[src/pmu_regs_defines.svh]
`ifndef PMU_REGS_DEFINES_SVH
`define PMU_REGS_DEFINES_SVH

`define ADDR_BATT_MON 8'h00
`define ADDR_THERMAL 8'h01
`define ADDR_B1_VOLT 8'h10
`define ADDR_B1_CTRL 8'h12
`define ADDR_B2_PRI 8'h20
`define ADDR_B2_SEC 8'h21
`define ADDR_B2_CTRL 8'h22
`define ADDR_B3_PRI 8'h30
`define ADDR_B3_SEC 8'h31
`define ADDR_B3_CTRL 8'h32

`define BIT_IRQ_UNMASK 7
`define BIT_IRQ_FLAG 6
`define BIT_BATT_LIVE 5
`define BIT_BATT_RSVD 4
`define BIT_REG_ON 7
`define BIT_REG_PHASE 2
`define BIT_FAULT_UNMASK 1
`define BIT_POWER_GOOD 0

`define RST_VCODE 6'h00
`define RST_THRESH 4'h0

`endif

[src/pmu_regs_pkg.sv]
package pmu_regs_pkg;
  typedef struct packed {
    logic [7:0] addr;
    logic [7:0] wdata;
    logic wr;
    logic rd;
  } bus_req_t;

  typedef struct packed {
    logic on;
    logic phase;
    logic fault_irq_unmask;
    logic [5:0] vcode;
  } buck_out_t;
endpackage

[src/buck_ctrl.sv]
`timescale 1ns/1ps
`include "pmu_regs_defines.svh"

// Control register and voltage codes for one step-down regulator.
module buck_ctrl
  import pmu_regs_pkg::*;
#(
  parameter logic [7:0] ctrl_addr = 8'h12,
  parameter logic [7:0] pri_addr = 8'h10,
  parameter logic [7:0] sec_addr = 8'h11,
  parameter bit has_sec = 1'b0
) (
  input wire logic core_clk,
  input wire logic sys_rst,
  input wire logic clk_en,
  input pmu_regs_pkg::bus_req_t req,
  input wire logic sel_hi,
  output pmu_regs_pkg::buck_out_t out,
  output logic [5:0] pri_code,
  output logic [5:0] sec_code
);
  logic reg_on;
  logic reg_phase;
  logic reg_fault_unmask;
  logic [5:0] applied_code;

  // Each field has its own flop so that every bit of the output has one driver.
  assign out = '{on: reg_on, phase: reg_phase,
                 fault_irq_unmask: reg_fault_unmask, vcode: applied_code};

  always_ff @(posedge core_clk) begin
    if (sys_rst) begin
      reg_on <= 1'b0;
      reg_phase <= 1'b0;
      reg_fault_unmask <= 1'b0;
    end else if (clk_en && req.wr && req.addr == ctrl_addr) begin
      reg_on <= req.wdata[`BIT_REG_ON];
      reg_phase <= req.wdata[`BIT_REG_PHASE];
      reg_fault_unmask <= req.wdata[`BIT_FAULT_UNMASK];
    end
  end

  always_ff @(posedge core_clk) begin
    if (sys_rst) begin
      pri_code <= `RST_VCODE;
      sec_code <= `RST_VCODE;
    end else if (clk_en && req.wr) begin
      if (req.addr == pri_addr) begin
        pri_code <= req.wdata[5:0];
      end
      if (has_sec && req.addr == sec_addr) begin
        sec_code <= req.wdata[5:0];
      end
    end
  end

  // Applied code follows the select level; second and third regulators only.
  always_ff @(posedge core_clk) begin
    if (sys_rst) begin
      applied_code <= `RST_VCODE;
    end else if (clk_en) begin
      applied_code <= (has_sec && sel_hi) ? sec_code : pri_code;
    end
  end
endmodule

[src/pmu_regs.sv]
`timescale 1ns/1ps
`include "pmu_regs_defines.svh"

module pmu_regs
  import pmu_regs_pkg::*;
(
  input wire logic core_clk,
  input wire logic sys_rst,
  input wire logic clk_en,
  input wire logic [7:0] addr,
  input wire logic [7:0] wdata,
  input wire logic wr_stb,
  input wire logic rd_stb,
  output logic [7:0] rdata,
  input wire logic voltage_select_pin,
  input wire logic battery_below_pin,
  input wire logic thermal_event_pin,
  input wire logic [2:0] power_good_pin,
  input wire logic [2:0] fault_pin,
  output logic [3:0] battery_threshold_code,
  output pmu_regs_pkg::buck_out_t buck1,
  output pmu_regs_pkg::buck_out_t buck2,
  output pmu_regs_pkg::buck_out_t buck3,
  output logic irq
);
  import pmu_regs_pkg::*;

  bus_req_t req;
  logic [7:0] sync1;
  logic [7:0] sync2;
  logic sel_hi;
  logic batt_live;
  logic therm_live;
  logic therm_prev;
  logic batt_prev;
  logic [2:0] pgood;
  logic [2:0] fault;
  logic battery_level_irq_unmask;
  logic battery_level_irq_flag;
  logic thermal_irq_unmask;
  logic thermal_irq_flag;
  logic battery_rsvd;
  logic [5:0] thermal_rsvd;
  logic [5:0] b1_pri;
  logic [5:0] b2_pri;
  logic [5:0] b2_sec;
  logic [5:0] b3_pri;
  logic [5:0] b3_sec;
  logic batt_event;
  logic therm_event;
  logic next_irq;
  logic [7:0] next_rdata;

  assign req = '{addr: addr, wdata: wdata, wr: wr_stb, rd: rd_stb};

  // Two-stage synchronisers for all pin inputs.
  always_ff @(posedge core_clk) begin
    if (sys_rst) begin
      sync1 <= 8'h00;
      sync2 <= 8'h00;
    end else if (clk_en) begin
      sync1 <= {fault_pin, power_good_pin, thermal_event_pin,
                battery_below_pin};
      sync2 <= sync1;
    end
  end

  assign batt_live = sync2[0];
  assign therm_live = sync2[1];
  assign pgood = sync2[4:2];
  assign fault = sync2[7:5];

  logic sel_s1;
  logic voltage_select_pin_s;
  assign sel_hi = voltage_select_pin_s;
  always_ff @(posedge core_clk) begin
    if (sys_rst) begin
      sel_s1 <= 1'b0;
      voltage_select_pin_s <= 1'b0;
    end else if (clk_en) begin
      sel_s1 <= voltage_select_pin;
      voltage_select_pin_s <= sel_s1;
    end
  end

  always_ff @(posedge core_clk) begin
    if (sys_rst) begin
      batt_prev <= 1'b0;
      therm_prev <= 1'b0;
    end else if (clk_en) begin
      batt_prev <= batt_live;
      therm_prev <= therm_live;
    end
  end

  // A battery event is the comparator crossing below the threshold.
  assign batt_event = batt_live && !batt_prev;
  assign therm_event = therm_live && !therm_prev;

  always_ff @(posedge core_clk) begin
    if (sys_rst) begin
      battery_level_irq_unmask <= 1'b0;
      battery_rsvd <= 1'b0;
      battery_threshold_code <= `RST_THRESH;
    end else if (clk_en && req.wr && req.addr == `ADDR_BATT_MON) begin
      battery_level_irq_unmask <= req.wdata[`BIT_IRQ_UNMASK];
      battery_rsvd <= req.wdata[`BIT_BATT_RSVD];
      battery_threshold_code <= req.wdata[3:0];
    end
  end

  always_ff @(posedge core_clk) begin
    if (sys_rst) begin
      thermal_irq_unmask <= 1'b0;
      thermal_rsvd <= 6'h00;
    end else if (clk_en && req.wr && req.addr == `ADDR_THERMAL) begin
      thermal_irq_unmask <= req.wdata[`BIT_IRQ_UNMASK];
      thermal_rsvd <= req.wdata[5:0];
    end
  end

  // Flags are sticky and cleared by reading their register; a new event in
  // the same cycle as the clearing read wins.
  always_ff @(posedge core_clk) begin
    if (sys_rst) begin
      battery_level_irq_flag <= 1'b0;
    end else if (clk_en) begin
      if (batt_event) begin
        battery_level_irq_flag <= 1'b1;
      end else if (req.rd && req.addr == `ADDR_BATT_MON) begin
        battery_level_irq_flag <= 1'b0;
      end
    end
  end

  always_ff @(posedge core_clk) begin
    if (sys_rst) begin
      thermal_irq_flag <= 1'b0;
    end else if (clk_en) begin
      if (therm_event) begin
        thermal_irq_flag <= 1'b1;
      end else if (req.rd && req.addr == `ADDR_THERMAL) begin
        thermal_irq_flag <= 1'b0;
      end
    end
  end

  buck_ctrl #(
    .ctrl_addr(`ADDR_B1_CTRL),
    .pri_addr(`ADDR_B1_VOLT),
    .sec_addr(`ADDR_B1_VOLT),
    .has_sec(1'b0)
  ) u_buck1 (
    .core_clk(core_clk),
    .sys_rst(sys_rst),
    .clk_en(clk_en),
    .req(req),
    .sel_hi(sel_hi),
    .out(buck1),
    .pri_code(b1_pri),
    .sec_code()
  );

  buck_ctrl #(
    .ctrl_addr(`ADDR_B2_CTRL),
    .pri_addr(`ADDR_B2_PRI),
    .sec_addr(`ADDR_B2_SEC),
    .has_sec(1'b1)
  ) u_buck2 (
    .core_clk(core_clk),
    .sys_rst(sys_rst),
    .clk_en(clk_en),
    .req(req),
    .sel_hi(sel_hi),
    .out(buck2),
    .pri_code(b2_pri),
    .sec_code(b2_sec)
  );

  buck_ctrl #(
    .ctrl_addr(`ADDR_B3_CTRL),
    .pri_addr(`ADDR_B3_PRI),
    .sec_addr(`ADDR_B3_SEC),
    .has_sec(1'b1)
  ) u_buck3 (
    .core_clk(core_clk),
    .sys_rst(sys_rst),
    .clk_en(clk_en),
    .req(req),
    .sel_hi(sel_hi),
    .out(buck3),
    .pri_code(b3_pri),
    .sec_code(b3_sec)
  );

  function automatic logic [7:0] ctrl_word(input buck_out_t b,
                                           input logic pg);
    ctrl_word = {b.on, 4'h0, b.phase, b.fault_irq_unmask, pg};
  endfunction

  // Read-only fields come from live state or the sticky flags, so writes cannot reach them.
  always_comb begin
    next_rdata = 8'h00;
    case (req.addr)
      `ADDR_BATT_MON: next_rdata = {battery_level_irq_unmask,
        battery_level_irq_flag, batt_live, battery_rsvd,
        battery_threshold_code};
      `ADDR_THERMAL: next_rdata = {thermal_irq_unmask, thermal_irq_flag,
        thermal_rsvd};
      `ADDR_B1_VOLT: next_rdata = {2'h0, b1_pri};
      `ADDR_B1_CTRL: next_rdata = ctrl_word(buck1, pgood[0]);
      `ADDR_B2_PRI: next_rdata = {2'h0, b2_pri};
      `ADDR_B2_SEC: next_rdata = {2'h0, b2_sec};
      `ADDR_B2_CTRL: next_rdata = ctrl_word(buck2, pgood[1]);
      `ADDR_B3_PRI: next_rdata = {2'h0, b3_pri};
      `ADDR_B3_SEC: next_rdata = {2'h0, b3_sec};
      `ADDR_B3_CTRL: next_rdata = ctrl_word(buck3, pgood[2]);
      default: next_rdata = 8'h00;
    endcase
  end

  always_ff @(posedge core_clk) begin
    if (sys_rst) begin
      rdata <= 8'h00;
    end else if (clk_en) begin
      rdata <= req.rd ? next_rdata : 8'h00;
    end
  end

  // Faults are level sources gated by each regulator's fault-unmask bit.
  assign next_irq = (battery_level_irq_flag && battery_level_irq_unmask) ||
    (thermal_irq_flag && thermal_irq_unmask) ||
    (fault[0] && buck1.fault_irq_unmask) ||
    (fault[1] && buck2.fault_irq_unmask) ||
    (fault[2] && buck3.fault_irq_unmask);

  always_ff @(posedge core_clk) begin
    if (sys_rst) begin
      irq <= 1'b0;
    end else if (clk_en) begin
      irq <= next_irq;
    end
  end

  a_irq_follows_flag: assert property (@(posedge core_clk)
    disable iff (sys_rst)
    clk_en && battery_level_irq_flag && battery_level_irq_unmask |=> irq)
    else $error("irq missing for unmasked battery flag");

  a_batt_flag_set: assert property (@(posedge core_clk) disable iff (sys_rst)
    clk_en && batt_event |=> battery_level_irq_flag)
    else $error("battery flag not set");

  a_live_bit_read: assert property (@(posedge core_clk) disable iff (sys_rst)
    clk_en && req.rd && req.addr == `ADDR_BATT_MON |=>
    rdata[`BIT_BATT_LIVE] == $past(batt_live))
    else $error("live battery bit wrong");

  a_thresh_write: assert property (@(posedge core_clk) disable iff (sys_rst)
    clk_en && req.wr && req.addr == `ADDR_BATT_MON |=>
    battery_threshold_code == $past(req.wdata[3:0]))
    else $error("threshold not stored");

  a_therm_masked: assert property (@(posedge core_clk) disable iff (sys_rst)
    clk_en && !thermal_irq_unmask && !battery_level_irq_flag && fault == 3'h0
    |=> !irq)
    else $error("masked thermal raised irq");

  a_therm_flag_set: assert property (@(posedge core_clk) disable iff (sys_rst)
    clk_en && therm_event |=> thermal_irq_flag)
    else $error("thermal flag not set");

  a_b1_code_write: assert property (@(posedge core_clk) disable iff (sys_rst)
    clk_en && req.wr && req.addr == `ADDR_B1_VOLT |=>
    b1_pri == $past(req.wdata[5:0]) ##1
    (buck1.vcode == $past(b1_pri) || !clk_en))
    else $error("regulator one code wrong");

  a_voltage_select_pin_code: assert property (@(posedge core_clk) disable iff (sys_rst)
    clk_en && $past(clk_en) |->
    buck2.vcode == ($past(sel_hi) ? $past(b2_sec) : $past(b2_pri)))
    else $error("regulator two code not selected");

  a_ctrl_on_write: assert property (@(posedge core_clk) disable iff (sys_rst)
    clk_en && req.wr && req.addr == `ADDR_B2_CTRL |=>
    buck2.on == $past(req.wdata[7]) && buck2.phase == $past(req.wdata[2]))
    else $error("control bits not stored");

  a_pgood_read: assert property (@(posedge core_clk) disable iff (sys_rst)
    clk_en && req.rd && req.addr == `ADDR_B1_CTRL |=>
    rdata[0] == $past(pgood[0]) && rdata[6:3] == 4'h0)
    else $error("power-good read wrong");
endmodule

[config.mk]
export PLATFORM = sky130hd
export DESIGN_NAME = pmu_regs
export DESIGN_NICKNAME = d
export VERILOG_FILES = /design/src/pmu_regs_pkg.sv /design/src/buck_ctrl.sv /design/src/pmu_regs.sv
export VERILOG_INCLUDE_DIRS = /design/src /design/src/src
export SDC_FILE = /design/constraint.sdc
export NUM_CORES = 1
export LEC_CHECK = 0
export BUFFER_PORTS_ARGS = -buffer_cell sky130_fd_sc_hd__buf_4
export CORE_MARGIN = 3
export CORE_UTILIZATION = 55
export CTS_CLUSTER_DIAMETER = 50
export DETAILED_ROUTE_END_ITERATION = 7
export PLACE_DENSITY = 0.77
export SETUP_SLACK_MARGIN = 0.02
export SLEW_MARGIN = 10
export SYNTH_ARGS = -nofsm -noshare
export SYNTH_HDL_FRONTEND = slang
export SYNTH_SLANG_ARGS = --single-unit
[constraint.sdc]
create_clock -name core_clk -period 2.08 [get_ports core_clk]
set_input_delay 0 -clock core_clk [delete_from_list [all_inputs] [get_ports core_clk]]
set_output_delay 0 -clock core_clk [all_outputs]
set_load 0.03 [all_outputs]
==> flow_metrics.tcl, run 1 <==
set metrics [dict create \
    ys_ff_latch 101 \
    peakVddDrop_mv 0.429 \
    layout_min_cycle_time_ns 1.94 \
    fin_tns_setup_ns 0 \
    first_pass_iters 5 \
    worst_path_dominant_cell_family "buffers and inverters" \
    finalSetupViolCount 0 \
    syn_inst 460 \
    num_rows 32 \
    fmax_ghz 0.515 \
    finClkSkew_ns 0.00979 \
    crit_path_max_incr_delay_ns 0.54 \
    fillers 603 \
    maxCapViolCount 0 \
    synth_seq_area_share_pct 43.6 \
    rsz0062_at_grt "false" \
    period_share_pct 93.3 \
    portBuffers 68 \
    cts_buffer_depth 2 \
    cts.clk_slew.worst_paths_ns 0.09 \
    cts_root_buf "clkbuf_8" \
    vias_per_cell 5.76 \
    max-slew-margin-rel_pct 45.1 \
    hold_violations 0 \
    first_global_vias 3442 \
    area_growth_pct 19.3 \
    dpl_worst_slack_ns 0.411 \
    groute.usage.overall_pct 22.9 \
    cts_resized 0 \
    required_ns 2.33 \
    path_max_fanout 7 \
    grt-ovfl-total 0 \
    diodes 0 \
    pin_count 70 \
    drtIter0Drc 226 \
    die-width_um 97.8 \
    route.vias.total 3603 \
    crit_top_cell "dlygate4sd3_1" \
    cts_inserted_buffers 9 \
    synth_largest_area_cell "dfxtp_1" \
    cts_setup_buffers 0 \
    chipHeight_um 97.8 \
    hold_class "primary input to register" \
    crit_arrival_ns 2.19 \
    setup.worst_path.start_class "primary input" \
    synth_nets 490 \
    drt-wirelength-per-cell_um 17.4 \
    clkLatencyLatePin_ns 0.37 \
    synth.area.top_cells "dfxtp_1, mux2i_1, nor2_1" \
    leakage_uw 0.00255 \
    grt_pass1_wl_um 17800 \
    antenna_found_initial 0 \
    fin_nets 549 \
    synth_ff_type "dfxtp_1" \
    synth_area_per_cell_um2 10.1 \
    synth-edff-count 0 \
    powerDensity_mw_per_mm2 695 \
    cts_tree "yes" \
    grt_max_degree 84 \
    path_class "primary input to register" \
    htreeDepth 3 \
    hpwlAfterDp_um 7170 \
    final_antenna_net_count 0 \
    dieArea_mm2 0.00957 \
    place.gp.congestion 0.852 \
    slew_viol_final 0 \
    worst-slew-pin-transition_ns 0.824 \
    synth-async-reset-ratio_pct 0 \
    drc 0 \
    fin_hold_ws_ns 0.114 \
    slowest_stage "dlygate4sd3_1" \
    drt_wl_total_um 10900 \
    netlist_area_mm2 0.00464 \
    drive_above_1_share_pct 22.1 \
    ys_types 55 \
    start_util_pct 58.2 \
    fin_ws_ns 0.140 \
    cp_num_buf_inv 3 \
    crit_path_end_kind "register" \
    clkSinkCount 101 \
    core_area_mm2 0.00797 \
    synth_warnings 0 \
    status "complete, no violations" \
    path_cells "dlygate4sd3_1 -> buf_4 -> and4bb_2 -> nand3_4 -> mux2i_1 -> nor2_1 -> dlygate4sd3_1" \
    synth_top_cell_area_share_pct 43.6 \
]
metal layers:
metal | global-route usage (%) | share of wire (%) | vias up
li1 | - | - | 1741
met1 | 30.1 | 45 | 1736
met2 | 38.5 | 48 | 112
met3 | 4.36 | 5.0 | 14
met4 | 6.82 | 1.9 | 0
met5 | 0 | 0 | -
tightest hold or removal path: stages:
cell     delay (ns)
buf_4          0.14
nor3_1         0.07
a22oi_1        0.15
o21ai_1        0.08
final timing paths:
kind,start,endpoint,slack [ns],depth (start not counted)
max,addr[6],thermal_irq_unmask$_SDFFE_PP0P_,0.14,7
min,addr[7],rdata[2]$_SDFFE_PP0P_,0.11,4
max reg2reg,u_buck3.sec_code[4]$_SDFFE_PP0P_,rdata[4]$_SDFFE_PP0P_,0.40,5
min reg2reg,rdata[5]$_SDFFE_PP0P_,rdata[5]$_SDFFE_PP0P_,0.47,2
sequential cells by signal, summed over array words and instances (netlist names), 4 cells and up:
name,cells
u_buck3.applied_code,6
u_buck3.sec_code,6
u_buck1.applied_code,6
thermal_rsvd,6
u_buck2.pri_code,6
u_buck1.pri_code,6
u_buck2.applied_code,6
u_buck3.pri_code,6
u_buck2.sec_code,6
rdata,8
sync2,8
sync1,8
battery_threshold_code,4
logic make-up after synthesis:
family / count (synthesis) / synth area share [%]
mux: 104 / 23.4
compound gates: 52 / 8.71
buf+inv: 46 / 5.21
flops: 101 / 43.6
simple gates: 157 / 19.1
placed cells by master, fill, tap and decap left out, types with 2 or more instances in the layout:
cell and n:
a211oi_1 12, a21boi_0 2, a21oi_1 5, a22o_1 2, a22oi_1 3, a311oi_1 3, a31oi_1 2, a32oi_1 2
and4bb_2 2, buf_4 72, bufinv_16 3, clkbuf_8 11, dfxtp_1 101, dlygate4sd3_1 20, inv_1 2, mux2_2 4
mux2i_1 97, mux4_2 3, nand2_1 12, nand3_1 8, nand3_4 3, nand3b_1 6, nand4_4 2, nand4b_1 2
nand4b_4 2, nor2_1 98, nor2b_1 3, nor3_1 5, nor4b_4 2, o211ai_1 2, o21ai_0 4, o21ai_1 3
or3b_2 3
layout make-up:
type	count	area, um2	area share [%]
Tap cell	102	128	2.31
Timing Repair Buffer	92	741	13.4
Clock inverter	5	104	1.88
Inverter	2	7.51	0.136
Clock buffer	11	151	2.74
Sequential cell	101	2020	36.5
Multi-Input combinational cell	313	2380	43.0
metrics by stage:
stage               std cells  utilization [%]  area [um2]  power (uW)
floorplan                 460                -        4640        2230
global placement          590             63.7        5080        2340
detailed placement        590             63.7        5080        2340
CTS                       626             69.5        5530        3870
global route              626             69.5        5530        3970
finish                    626             69.5        5530        3850
synth_stat cells (all sizes together) (3+ instances only):
master	instances
or3b	3
a22o	3
buf	31
nor3	5
mux2i	97
a21boi	3
nor2	98
mux4	3
a311oi	3
nand3b	6
nand4	3
nand2	12
clkbuf	13
a21oi	5
o21ai	7
nor2b	3
dfxtp	101
a211oi	12
a22oi	3
nand4b	4
mux2	4
nand3	11
report_power, final:
group	leakage, uW	internal (uW)	total (uW)	switching [uW]
Clock	0.000130	867	1520	653
Combinational	0.00160	139	345	206
Sequential	0.000818	1960	1980	17.5
what timing repair did:
action	CTS	global route
endpoints found under the setup margin	0	0
hold buffers	20	0
endpoints found under the hold margin	62	0
Power figures use the tool's default switching activity.
==> inputs of run 2 (changes only) <==
--- a/config.mk
+++ b/config.mk
@@ -6,12 +6,13 @@
 export SDC_FILE = /design/constraint.sdc
 export NUM_CORES = 1
 export LEC_CHECK = 0
+export ABC_AREA = 1
 export BUFFER_PORTS_ARGS = -buffer_cell sky130_fd_sc_hd__buf_4
 export CORE_MARGIN = 3
 export CORE_UTILIZATION = 55
 export CTS_CLUSTER_DIAMETER = 50
 export DETAILED_ROUTE_END_ITERATION = 7
-export PLACE_DENSITY = 0.77
+export PLACE_DENSITY = 0.78
 export SETUP_SLACK_MARGIN = 0.02
 export SLEW_MARGIN = 10
 export SYNTH_ARGS = -nofsm -noshare
==> run 2 against run 1 <==
- setup slack better by 0.55 ns
- die area decreased by 4.3%
- critical path depth fell by 3
- wire length is 4.9% higher
- final cell count up 27%
- combinational power hardly changed
- cell area decreased by 4.2%
- first-iteration DRC count rose by 19%
- power fell by 2.7%
- sequential power barely moved
- sequential cell count is the same
- synthesized cell count grew 36%
- largest power group unchanged
==> flow_metrics.tcl, run 2 <==
set metrics [dict create \
    finalSetupViolCount 0 \
    synth.area.top_cells "dfxtp_1, o21ai_0, nor2_1" \
    core_area_mm2 0.00777 \
    path_cells "inv_1 -> o21ai_0 -> o211ai_1 -> inv_1" \
    dp_cells 763 \
    final_common_cell "nor2_1" \
    netlist_area_mm2 0.00443 \
    status "complete, no violations" \
    grt_max_degree 53 \
    cts_inserted_buffers 9 \
    drt-wirelength-per-cell_um 14.4 \
    fillers 654 \
    grt_pass1_wl_um 18200 \
    synth_ff_type "dfxtp_1" \
    setup.worst_path.start_class "register" \
    hold_violations 0 \
    hold_class "primary input to register" \
    worst-slew-pin-transition_ns 0.730 \
    dpl_worst_slack_ns 0.481 \
    synth_seq_area_share_pct 45.7 \
    synth_nets 656 \
    path_max_fanout 25 \
    finClkSkew_ns 0.00790 \
    hpwlAfterDp_um 8050 \
    antenna_found_initial 0 \
    syn_inst 626 \
    crit_top_cell "inv_1" \
    synth_top_cell_area_share_pct 45.7 \
    groute.usage.overall_pct 25.6 \
    mostFrequentLayoutCells "nor2_1, nand2_1, dfxtp_1, o21ai_0, buf_4" \
    vias_per_cell 5.36 \
    powerDensity_mw_per_mm2 706 \
    cp_num_buf_inv 2 \
    drc 0 \
    synth_largest_area_cell "dfxtp_1" \
    start_util_pct 57.0 \
    place.gp.congestion 0.918 \
    area_growth_pct 19.8 \
    cts_setup_buffers 0 \
    crit_path_end_kind "register" \
    grt-ovfl-total 0 \
    num_rows 32 \
    drive_above_1_share_pct 17.4 \
    clkSinkCount 101 \
    crit_arrival_ns 1.65 \
    fin_nets 719 \
    final_antenna_net_count 0 \
    cts_root_buf "clkbuf_8" \
    period_share_pct 66.7 \
    top_regs "rdata x8, sync1 x8, sync2 x8" \
    slew_viol_final 0 \
    worst_path_dominant_cell_family "buffers and inverters" \
    rsz0062_at_grt "false" \
    fin_tns_setup_ns 0 \
    route.vias.total 4263 \
    clkLatencyLatePin_ns 0.37 \
    slowest_stage "inv_1" \
    htreeDepth 3 \
    cts_tree "yes" \
    peakVddDrop_mv 0.605 \
    leakage_uw 0.00230 \
    die-width_um 95.7 \
    crit_path_max_incr_delay_ns 0.53 \
    fmax_ghz 0.720 \
    synth_commonest_cells "nor2_1, nand2_1, dfxtp_1" \
    fin_ws_ns 0.692 \
    cts_buffer_depth 2 \
    chipHeight_um 95.7 \
    portBuffers 68 \
    diodes 0 \
    synth_warnings 0 \
    synth_area_per_cell_um2 7.07 \
    ys_ff_latch 101 \
    required_ns 2.35 \
    first_global_vias 3794 \
    finalNonFillerCells 796 \
    path_class "register to register" \
    synth-async-reset-ratio_pct 0 \
    synth-edff-count 0 \
    drt_wl_total_um 11500 \
    ys_types 24 \
    maxCapViolCount 0 \
    layout_min_cycle_time_ns 1.39 \
    pin_count 70 \
    dieArea_mm2 0.00916 \
    drtIter0Drc 270 \
    max-slew-margin-rel_pct 51.3 \
    cts.clk_slew.worst_paths_ns 0.10 \
    yosysMostFrequentCell "nor2_1" \
    first_pass_iters 5 \
]
[run 2: cell types whose count changed after synthesis, moves of 10 or more]
cell      delta
mux2i_1     -97
nor2_1      +18
a211oi_1    -12
nor2_4      +10
o211ai_1    +10
nand2_1     +91
buf_2       -13
a21oi_1     +51
inv_1       +51
o21ai_0     +88
[run 2: layer usage]
metal / wire length (um) / GRT usage, % / vias to the layer above
met5: 0 / 0 / -
met4: 289 / 10.7 / 0
met3: 708 / 3.05 / 27
met2: 5210 / 41.0 / 166
met1: 5240 / 35.0 / 1946
li1: - / - / 2124
[run 2: cell type report]
class,count,area [um2],share of cell area (%)
multi-input combinational,426,1990,37.5
inverter,62,233,4.39
clock buffer,10,138,2.60
tap,102,128,2.41
sequential,101,2020,38.1
timing repair buffer,89,711,13.4
clock inverter,6,83.8,1.58
[run 2: path summary, 6_finish.rpt]
check / endpoint / startpoint / depth (start not counted) / slack [ns]
max reg2reg: u_buck2.applied_code[4]$_SDFFE_PP0P_ / sel_hi$_SDFFE_PP0P_ / 4 / 0.69
min reg2reg: batt_prev$_SDFFE_PP0P_ / batt_prev$_SDFFE_PP0P_ / 2 / 0.46
min: batt_prev$_SDFFE_PP0P_ / clk_en / 3 / 0.01
max: u_buck2.applied_code[4]$_SDFFE_PP0P_ / sel_hi$_SDFFE_PP0P_ / 4 / 0.69
[run 2: what timing repair did]
action,CTS,global route
hold endpoints to repair,57,0
hold buffers,17,0
gates resized for setup,0,0
[run 2: tightest hold or removal path: cells and delay by family]
family | cells | cell delay, ns
compound gates | 1 | 0.06
buf+inv | 1 | 0.19
simple gates | 1 | 0.09
[run 2: kinds of logic (layout without fill, tap and decap cells)]
| kind of cell | after synthesis | in the layout | synth area share [%] |
|---|---|---|---|
| and+or+nand+nor | 258 | 258 | 25.1 |
| AOI/OAI and AO/OA | 168 | 168 | 19.8 |
| DFF | 101 | 101 | 45.7 |
| buffers and inverters | 99 | 167 | 9.41 |
[run 2: where the power goes]
group	leakage, uW	internal (uW)	total, uW	switching (uW)
sequential	0.000821	1980	2000	23.9
clock	0.000116	709	1400	687
combinational	0.00137	132	345	213
total	0.00230	2820	3740	924
[run 2: through the flow]
stage / hold slack [ns] / util (%) / area [um2] / total power (uW)
floorplan: 0.135 / - / 4430 / 2240
global placement: 0.221 / 63.2 / 4910 / 2360
detailed placement: 0.231 / 63.2 / 4910 / 2360
CTS: 0.00305 / 68.3 / 5300 / 3750
global route: 0.0435 / 68.3 / 5300 / 3860
finish: 0.0142 / 68.3 / 5300 / 3740
